## config.mk

```make
export PLATFORM = sky130hd
export DESIGN_NAME = gpio_be
export DESIGN_NICKNAME = d
export VERILOG_FILES = /design/src/inc/gpio_be_pkg.sv /design/src/verilog/gpio_be.sv
export SDC_FILE = /design/constraint.sdc
export NUM_CORES = 1
export LEC_CHECK = 0
export BUFFER_PORTS_ARGS = -buffer_cell sky130_fd_sc_hd__buf_2
export CAP_MARGIN = 20
export CORE_AREA = 2 2 118 120
export CTS_BUF_LIST = sky130_fd_sc_hd__clkbuf_4 sky130_fd_sc_hd__clkbuf_8
export DETAILED_ROUTE_END_ITERATION = 8
export DIE_AREA = 0 0 120 122
export PLACE_DENSITY = 0.52
export SLEW_MARGIN = 20
export SYNTH_ARGS = -nofsm -noshare
export SYNTH_HDL_FRONTEND = slang
export SYNTH_SLANG_ARGS = --single-unit
```

## constraint.sdc

```tcl
create_clock -name clk -period 1.32 [get_ports clk]
set_input_delay 0.198 -clock clk [delete_from_list [all_inputs] [get_ports clk]]
set_output_delay 0.198 -clock clk [all_outputs]
set_load 0.01 [all_outputs]
```

## src/inc/gpio_be_pkg.sv

```systemverilog
package gpio_be_pkg;
  localparam logic [7:0] CPU_STATUS_ADDR     = 8'h06;
  localparam logic [7:0] CORE_INT_STATUS_ADDR = 8'h07;
  localparam logic [7:0] PORT_A_DATA_ADDR    = 8'h10;
  localparam logic [7:0] B_DIRECTION_ADDR    = 8'h11;
  localparam logic [7:0] B_DATA_LATCH_ADDR   = 8'h12;
  localparam logic [7:0] PERIPH_FLAGS_ADDR   = 8'h16;
  localparam logic [7:0] PERIPH_ENABLES_ADDR = 8'h17;
  localparam logic [7:0] E_DATA_LATCH_ADDR   = 8'h15;
  localparam logic [7:0] E_DIRECTION_ADDR    = 8'h14;
  localparam logic [3:0] BANK_B              = 4'h0;
  localparam logic [3:0] BANK_E              = 4'h1;
  localparam logic [7:0] B_DIRECTION_RESET   = 8'hFF;
  localparam logic [7:0] E_DIRECTION_RESET   = 8'hFF;
  localparam logic [7:0] LATCH_RESET         = 8'h00;
  localparam logic [7:0] B_PIN_IDLE          = 8'hFF;
  localparam logic [2:0] E_PIN_IDLE          = 3'h0;
  localparam logic [7:0] PERIPH_FLAGS_RESET  = 8'h02;
  localparam logic [7:0] PERIPH_ENABLES_RESET = 8'h00;
  localparam int         CHANGE_BIT          = 7;
  localparam int         E_WIDTH             = 3;
  localparam logic [1:0] MODE_MICROPROC      = 2'h0;
  localparam logic [1:0] MODE_EXT_MICRO      = 2'h1;
  localparam logic [1:0] MODE_MICRO          = 2'h2;
  localparam logic [1:0] MODE_PROT_MICRO     = 2'h3;
endpackage

```

## src/verilog/gpio_be.sv

```systemverilog
`timescale 1ns/1ps
`default_nettype none
module gpio_be
  import gpio_be_pkg::*;
(
  // clock and reset
  input  wire logic       clk,
  input  wire logic       rstn,
  // register port
  input  wire logic [7:0] reg_addr,
  input  wire logic [3:0] bank_select,
  input  wire logic       reg_wr,
  input  wire logic       reg_rd,
  input  wire logic [7:0] reg_wdata,
  output logic      [7:0] reg_rdata,
  output logic            reg_hit,
  // configuration
  input  wire logic [1:0] proc_mode,
  // first port pins
  input  wire logic [7:0] b_pin_in,
  output logic      [7:0] b_pin_out,
  output logic      [7:0] b_pin_oe,
  output logic      [7:0] b_pullup_en,
  input  wire logic       pullup_disable,
  // peripheral sharing on the first port
  input  wire logic       pwm_out_one,
  input  wire logic       pwm_out_two,
  input  wire logic       pwm_one_on,
  input  wire logic       pwm_two_on,
  output logic            capture_in_one,
  output logic            capture_in_two,
  output logic            timer_one_two_ext_clock,
  output logic            timer_three_ext_clock,
  output logic            b_change_irq,
  // second port pins
  input  wire logic [2:0] e_pin_in,
  output logic      [2:0] e_pin_out,
  output logic      [2:0] e_pin_oe,
  // system bus strobes
  input  wire logic       bus_addr_latch,
  input  wire logic       bus_out_enable_n,
  input  wire logic       bus_write_n,
  output logic            bus_active
);
  // synchroniser stages; stage one feeds only stage two
  logic [7:0] b_s1_r;
  logic [7:0] b_s2_r;
  logic [7:0] b_s3_r;
  logic [7:0] b_s1_nxt;
  logic [7:0] b_s2_nxt;
  logic [7:0] b_s3_nxt;
  logic [2:0] e_s1_r;
  logic [2:0] e_s2_r;
  logic [2:0] e_s3_r;
  logic [2:0] e_s1_nxt;
  logic [2:0] e_s2_nxt;
  logic [2:0] e_s3_nxt;
  // filtered pin levels and the last sample seen by the change detector
  logic [7:0] b_level_r;
  logic [7:0] b_level_nxt;
  logic [2:0] e_level_r;
  logic [2:0] e_level_nxt;
  logic [7:0] b_last_r;
  logic [7:0] b_last_nxt;
  // port registers
  logic [7:0] b_direction_r;
  logic [7:0] b_direction_nxt;
  logic [7:0] b_latch_r;
  logic [7:0] b_latch_nxt;
  logic [2:0] e_direction_r;
  logic [2:0] e_direction_nxt;
  logic [2:0] e_latch_r;
  logic [2:0] e_latch_nxt;
  // interrupt registers
  logic [7:0] periph_flags_r;
  logic [7:0] periph_flags_nxt;
  logic [7:0] periph_enables_r;
  logic [7:0] periph_enables_nxt;
  // read port
  logic [7:0] reg_rdata_r;
  logic [7:0] reg_rdata_nxt;
  logic       reg_hit_r;
  logic       reg_hit_nxt;
  // decode
  logic       in_bank_b;
  logic       in_bank_e;
  logic       wr_b_dir;
  logic       wr_b_latch;
  logic       wr_e_dir;
  logic       wr_e_latch;
  logic       wr_enables;
  logic       wr_flags;
  logic       b_changed;

  // a change counts once stages two and three agree, a Schmitt-like filter
  always_comb begin
    b_s1_nxt    = b_pin_in;
    b_s2_nxt    = b_s1_r;
    b_s3_nxt    = b_s2_r;
    b_level_nxt = b_level_r;
    for (int i = 0; i < 8; i++) begin
      if (b_s2_r[i] == b_s3_r[i]) begin
        b_level_nxt[i] = b_s3_r[i];
      end
    end
  end

  // reset to the pulled-up idle level so that release gives no false change
  always_ff @(posedge clk or negedge rstn) begin
    if (!rstn) begin
      b_s1_r    <= B_PIN_IDLE;
      b_s2_r    <= B_PIN_IDLE;
      b_s3_r    <= B_PIN_IDLE;
      b_level_r <= B_PIN_IDLE;
    end else begin
      b_s1_r    <= b_s1_nxt;
      b_s2_r    <= b_s2_nxt;
      b_s3_r    <= b_s3_nxt;
      b_level_r <= b_level_nxt;
    end
  end

  always_comb begin
    e_s1_nxt    = e_pin_in;
    e_s2_nxt    = e_s1_r;
    e_s3_nxt    = e_s2_r;
    e_level_nxt = e_level_r;
    for (int i = 0; i < E_WIDTH; i++) begin
      if (e_s2_r[i] == e_s3_r[i]) begin
        e_level_nxt[i] = e_s3_r[i];
      end
    end
  end

  always_ff @(posedge clk or negedge rstn) begin
    if (!rstn) begin
      e_s1_r    <= E_PIN_IDLE;
      e_s2_r    <= E_PIN_IDLE;
      e_s3_r    <= E_PIN_IDLE;
      e_level_r <= E_PIN_IDLE;
    end else begin
      e_s1_r    <= e_s1_nxt;
      e_s2_r    <= e_s2_nxt;
      e_s3_r    <= e_s3_nxt;
      e_level_r <= e_level_nxt;
    end
  end

  // bank selection is the caller's duty; a wrong bank is ignored
  always_comb begin
    in_bank_b  = (bank_select == BANK_B);
    in_bank_e  = (bank_select == BANK_E);
    wr_b_dir   = reg_wr && in_bank_b && (reg_addr == B_DIRECTION_ADDR);
    wr_b_latch = reg_wr && in_bank_b && (reg_addr == B_DATA_LATCH_ADDR);
    wr_e_dir   = reg_wr && in_bank_e && (reg_addr == E_DIRECTION_ADDR);
    wr_e_latch = reg_wr && in_bank_e && (reg_addr == E_DATA_LATCH_ADDR);
    wr_enables = reg_wr && in_bank_e && (reg_addr == PERIPH_ENABLES_ADDR);
    wr_flags   = reg_wr && in_bank_e && (reg_addr == PERIPH_FLAGS_ADDR);
  end

  // a latch keeps its value while its pin is an input
  always_comb begin
    b_direction_nxt = b_direction_r;
    b_latch_nxt     = b_latch_r;
    e_direction_nxt = e_direction_r;
    e_latch_nxt     = e_latch_r;
    if (wr_b_dir) begin
      b_direction_nxt = reg_wdata;
    end
    if (wr_b_latch) begin
      b_latch_nxt = reg_wdata;
    end
    if (wr_e_dir) begin
      e_direction_nxt = reg_wdata[E_WIDTH-1:0];
    end
    if (wr_e_latch) begin
      e_latch_nxt = reg_wdata[E_WIDTH-1:0];
    end
  end

  always_ff @(posedge clk or negedge rstn) begin
    if (!rstn) begin
      b_direction_r <= B_DIRECTION_RESET;
      b_latch_r     <= LATCH_RESET;
      e_direction_r <= E_DIRECTION_RESET[E_WIDTH-1:0];
      e_latch_r     <= LATCH_RESET[E_WIDTH-1:0];
    end else begin
      b_direction_r <= b_direction_nxt;
      b_latch_r     <= b_latch_nxt;
      e_direction_r <= e_direction_nxt;
      e_latch_r     <= e_latch_nxt;
    end
  end

  // hardware sets the change flag, software clears it; a set wins a clear
  always_comb begin
    periph_enables_nxt = periph_enables_r;
    periph_flags_nxt   = periph_flags_r;
    b_last_nxt         = b_level_r;
    b_changed          = |((b_level_r ^ b_last_r) & b_direction_r);
    if (wr_enables) begin
      periph_enables_nxt = reg_wdata;
    end
    if (wr_flags) begin
      periph_flags_nxt = reg_wdata;
    end
    if (b_changed) begin
      periph_flags_nxt[CHANGE_BIT] = 1'b1;
    end
  end

  always_ff @(posedge clk or negedge rstn) begin
    if (!rstn) begin
      periph_flags_r   <= PERIPH_FLAGS_RESET;
      periph_enables_r <= PERIPH_ENABLES_RESET;
      b_last_r         <= B_PIN_IDLE;
    end else begin
      periph_flags_r   <= periph_flags_nxt;
      periph_enables_r <= periph_enables_nxt;
      b_last_r         <= b_last_nxt;
    end
  end

  // read data holds until the next read; unmapped reads give zero and no hit
  always_comb begin
    reg_rdata_nxt = reg_rdata_r;
    reg_hit_nxt   = 1'b0;
    if (reg_rd) begin
      reg_hit_nxt   = 1'b1;
      reg_rdata_nxt = 8'h00;
      if (in_bank_b) begin
        case (reg_addr)
          B_DIRECTION_ADDR: begin
            reg_rdata_nxt = b_direction_r;
          end
          B_DATA_LATCH_ADDR: begin
            reg_rdata_nxt = b_level_r;
          end
          default: begin
            reg_hit_nxt = 1'b0;
          end
        endcase
      end else if (in_bank_e) begin
        case (reg_addr)
          E_DIRECTION_ADDR: begin
            reg_rdata_nxt = {5'h00, e_direction_r};
          end
          E_DATA_LATCH_ADDR: begin
            reg_rdata_nxt = {5'h00, e_level_r};
          end
          PERIPH_ENABLES_ADDR: begin
            reg_rdata_nxt = periph_enables_r;
          end
          PERIPH_FLAGS_ADDR: begin
            reg_rdata_nxt = periph_flags_r;
          end
          default: begin
            reg_hit_nxt = 1'b0;
          end
        endcase
      end else begin
        reg_hit_nxt = 1'b0;
      end
    end
  end

  always_ff @(posedge clk or negedge rstn) begin
    if (!rstn) begin
      reg_rdata_r <= 8'h00;
      reg_hit_r   <= 1'b0;
    end else begin
      reg_rdata_r <= reg_rdata_nxt;
      reg_hit_r   <= reg_hit_nxt;
    end
  end

  // pin drivers and peripheral sharing
  always_comb begin
    bus_active  = (proc_mode == MODE_MICROPROC) || (proc_mode == MODE_EXT_MICRO);
    b_pin_out   = b_latch_r;
    b_pin_oe    = ~b_direction_r;
    b_pullup_en = b_direction_r;
    if (pwm_one_on) begin
      b_pin_out[2] = pwm_out_one;
      b_pin_oe[2]  = 1'b1;
    end
    if (pwm_two_on) begin
      b_pin_out[3] = pwm_out_two;
      b_pin_oe[3]  = 1'b1;
    end
    if (pullup_disable) begin
      b_pullup_en = 8'h00;
    end
    capture_in_one          = b_level_r[0];
    capture_in_two          = b_level_r[1];
    timer_one_two_ext_clock = b_level_r[4];
    timer_three_ext_clock   = b_level_r[5];
    b_change_irq = periph_flags_r[CHANGE_BIT] & periph_enables_r[CHANGE_BIT];
    if (bus_active) begin
      e_pin_out = {bus_write_n, bus_out_enable_n, bus_addr_latch};
      e_pin_oe  = 3'h7;
    end else begin
      e_pin_out = e_latch_r;
      e_pin_oe  = ~e_direction_r;
    end
    reg_rdata = reg_rdata_r;
    reg_hit   = reg_hit_r;
  end
endmodule
`default_nettype wire
```

==> metrics.md <==
| Metric | Value |
|---|---|
| Status | complete, but fails checks |
| Violations in the final reports | negative setup slack |
| Share of flip-flops with an asynchronous set or reset | 100% |
| Maximum clock rate | 641 MHz |
| Number of buffers between clock root and the deepest sink | 2 |
| Power per standard cell area | 1030 nW/um^2 |
| Number of H-tree levels | 3 |
| Kind of cell adding the most delay to the critical path | simple AND/OR/NAND/NOR gates |
| YS warnings | 0 |
| Path type of the worst setup path | primary input to flip-flop |
| Slowest cell on the critical path | sky130_fd_sc_hd__or4b_4 |
| Initial antenna violation count | 0 |
| Flip-flop cell with the highest count after synthesis | sky130_fd_sc_hd__dfstp_2 |
| Non-filler cells, final | 611 |
| Critical path depth in cells | 6 |
| Most frequent CP cell | sky130_fd_sc_hd__buf_6 |
| Clock tree from TritonCTS | built |
| Total Power | 5.74 mW |
| Timing startpoint of the critical path | bank_select[2] |
| Final count of pins violating max slew | 0 |
| Number of flip-flops and latches in the synthesized netlist | 99 |
| Routability-driven placement congestion ratio | 0.765 |
| Gr usage total | 13.8% |
| Reg-to-Reg End | periph_flags_r[7]$_DFFE_PN0P_ |
| Setup violators final | 38 |
| Cell area after synthesis | 3910 sq um |
| CORE AREA | 13500 sq um |
| Beginning of the worst register-to-register path | b_last_nxt[3]$_DFFE_PN1N_ |
| Standard-cell rows | 43 |
| Largest incremental delay on the critical path | 0.55 ns |
| Final Hold Violating Endpoints | 0 |
| Clk root buf | sky130_fd_sc_hd__clkbuf_8 |
| Crit path required time | 1.57 ns |
| Max Clock Skew | 0.0125 ns |
| Clock period minus worst slack | 1.56 ns |
| Number of antenna diodes | 0 |
| Fraction of final layout cells with drive strength greater than 1 | 66.1% |
| Cells along the critical path | buf_6 -> or4b_4 -> nor4_4 -> and3_1 -> buf_6 -> mux2_4 |
| Crit path DAT | 1.81 ns |
| Die Y | 122 um |
| Share of the clock period used by the worst path after layout | 118% |
| Pin slew with the least headroom to its limit | 0.505 ns |
| DR vias | 2754 |
| Final WL | 9.58 mm |
| Sinks on the clock net | 99 |
| # IOs | 90 |
| Detailed-route DRC error count | 0 |
| Mean routed wirelength per cell | 15.7 um |
| Vias per cell | 4.51 |
| Post-layout nets | 471 |
| Final setup margin | -0.240 ns |
| Final ANT Viol Nets | 0 |
| Largest net degree at the start of global routing | 42 |
| R2R Setup Slk | -0.12 ns |
| Worst Reg2Reg Path Length in Cells | 4 |
| Hold/Removal Path Class | primary input to flip-flop |
| Detailed placement HPWL | 6.92 mm |
| Die outline width | 120 um |
| Clock buffer count from CTS | 9 |
| Setup crit end | periph_enables_r[3]$_DFFE_PN0P_ |
| Max-cap violations | 0 |
| Worst slack after detailed placement | -0.652 ns |
| Wire length of the first global-routing pass | 15.3 mm |
| Buffers plus inverters on the worst setup path | 2 |
| Pre-Repair DR Iteration Count | 6 |
| CP startpoint kind | primary input |
| Top fanout value on the critical path | 8 |
| Final TNS setup | -4.87 ns |
| Average instance area after synthesis | 14.5 sq um |
| Tightest slew margin relative to the limit | 66.2% |
| Critical path capture point type | flip-flop |
| Number of nets produced by synthesis | 315 |
| Leakage | 2.55 nW |
| Number of cells after detailed placement | 567 |
| Count of buffers inserted at the top-level ports | 88 |
| Number of distinct library cell variants in the gate-level netlist after synthesis | 32 |
| Sequential fraction of the synthesis area | 65.0% |
| CTS clk-pin slew, worst paths | 0.10 ns |
| Via count of the first global-routing pass | 2851 |
| Clock latency on the worst-skew pair | 0.37 ns |
| Number of flops mapped to enable cells by yosys | 0 |
| Detailed router's first-iteration violation count | 126 |
| Final hold slack | 0.142 ns |
| Setup repair after global routing missed its margin | true |
| Post-Route Utilization | 41.2% |
| Initial Utilization | 29.0% |
| Area growth from synthesis to layout | 42.1% |
| Final Cell Area | 5560 sq um |
| Worst voltage drop across the vdd grid | 0.000381 V |
| Full die area | 14600 sq um |
| Cell area after placement | 4880 sq um |
| Synthesized instance count | 270 |
| GR Overflow Total | 0 |
## worst min path at each step
stage | startpoint | cells past startpoint | slack (ns) | to
6_report | reg_wdata[6] | 2 | 0.14 | b_latch_r[6]$_DFFE_PN0P_
3_5_place_dp | rstn | 1 | 0.05 | e_s3_r[1]$_DFF_PN0_
4_1_cts | reg_wdata[5] | 2 | 0.12 | b_latch_r[5]$_DFFE_PN0P_
3_3_place_gp | rstn | 1 | 0.04 | e_s2_r[1]$_DFF_PN0_
5_1_grt | reg_wdata[5] | 2 | 0.13 | b_latch_r[5]$_DFFE_PN0P_
2_1_floorplan | rstn | 0 | -0.1 | b_latch_r[0]$_DFFE_PN0P_
## power breakdown
part	internal (mW)	switching, mW	leakage, nW
clock network	0.824	1.05	0.0966
registers	3.22	0.0574	1.17
logic	0.312	0.278	1.29
total	4.35	1.39	2.55
## sequential cells by signal, summed over array words and instances (netlist names)
signal            cells
reg_rdata             8
reg_hit               1
e_latch_r             3
e_direction_r         3
periph_flags_r        8
b_direction_r         8
b_s1_r                8
periph_enables_r      8
b_s2_r                8
b_latch_r             8
e_s3_r                3
e_s2_r                3
b_s3_r                8
e_level_r             3
b_last_nxt            8
e_s1_r                3
b_last_r              8
## layout make-up
| class | count | area [sq um] |
|---|---|---|
| clock inverters | 4 | 33.8 |
| well taps | 180 | 225 |
| flip-flops and latches | 99 | 2540 |
| fillers | 1269 | 7950 |
| repair buffers | 157 | 1180 |
| clock buffers | 12 | 159 |
| inverters | 11 | 43.8 |
| multi-input cells | 148 | 1370 |
## synthesized netlist by cell type (3+ instances only)
cell type                  count  share of area, %
sky130_fd_sc_hd__mux2_2       46                13
sky130_fd_sc_hd__buf_4         6               1.2
sky130_fd_sc_hd__o221ai_1      3              0.67
sky130_fd_sc_hd__nand3_1       4              0.51
sky130_fd_sc_hd__nor2_1        9              0.86
sky130_fd_sc_hd__maj3_1       11               2.8
sky130_fd_sc_hd__a21oi_1       7              0.90
sky130_fd_sc_hd__clkbuf_1      4              0.38
sky130_fd_sc_hd__a22oi_1      12               2.3
sky130_fd_sc_hd__nor2b_1       9               1.4
sky130_fd_sc_hd__nand2_1      13               1.2
sky130_fd_sc_hd__dfrtp_1      47                30
sky130_fd_sc_hd__dfstp_2      52                35
sky130_fd_sc_hd__inv_1        11               1.1
sky130_fd_sc_hd__o21ai_0       6              0.77
sky130_fd_sc_hd__mux4_2        3               1.7
sky130_fd_sc_hd__xor2_1        8               1.8
## logic make-up after synthesis
| family | count (synthesis) | share of synthesized area [%] |
|---|---|---|
| mux | 49 | 15.0 |
| buf+inv | 23 | 2.97 |
| simple gates | 50 | 7.36 |
| xor+xnor | 8 | 1.79 |
| flops | 99 | 65.0 |
| fa+ha+maj | 11 | 2.81 |
| compound gates | 30 | 5.12 |
## routing by layer
| layer | track usage [%] | vias up | wire length [um] |
|---|---|---|---|
| met5 | 0 | - | 0 |
| li1 | - | 1260 | - |
| met2 | 21.4 | 60 | 4580 |
| met3 | 3.75 | 15 | 440 |
| met1 | 18.2 | 1419 | 4370 |
| met4 | 5.59 | 0 | 192 |
## timing repair
item,CTS,global route
endpoints found under the hold margin,58,0
pin swaps,12,7
hold buffers,12,0
resized for setup,39,20
endpoints found under the setup margin,49,71
buffers inserted,14,3
## cell usage in the layout, fill, tap and decap left out, drive strengths merged, types with 3 or more instances in the layout
master | synthesis | final
dlygate4sd3 | 0 | 12
nor2 | 9 | 9
xor2 | 8 | 8
inv | 11 | 12
o21ai | 6 | 6
nor2b | 9 | 9
clkbuf | 4 | 12
nand2 | 14 | 14
o221ai | 3 | 3
buf | 8 | 145
nor4 | 3 | 3
mux4 | 3 | 3
dfstp | 52 | 52
maj3 | 11 | 11
dfrtp | 47 | 47
a21oi | 7 | 7
a22oi | 12 | 12
nand3 | 4 | 4
mux2 | 46 | 46
(Power assumes the default switching activity.)
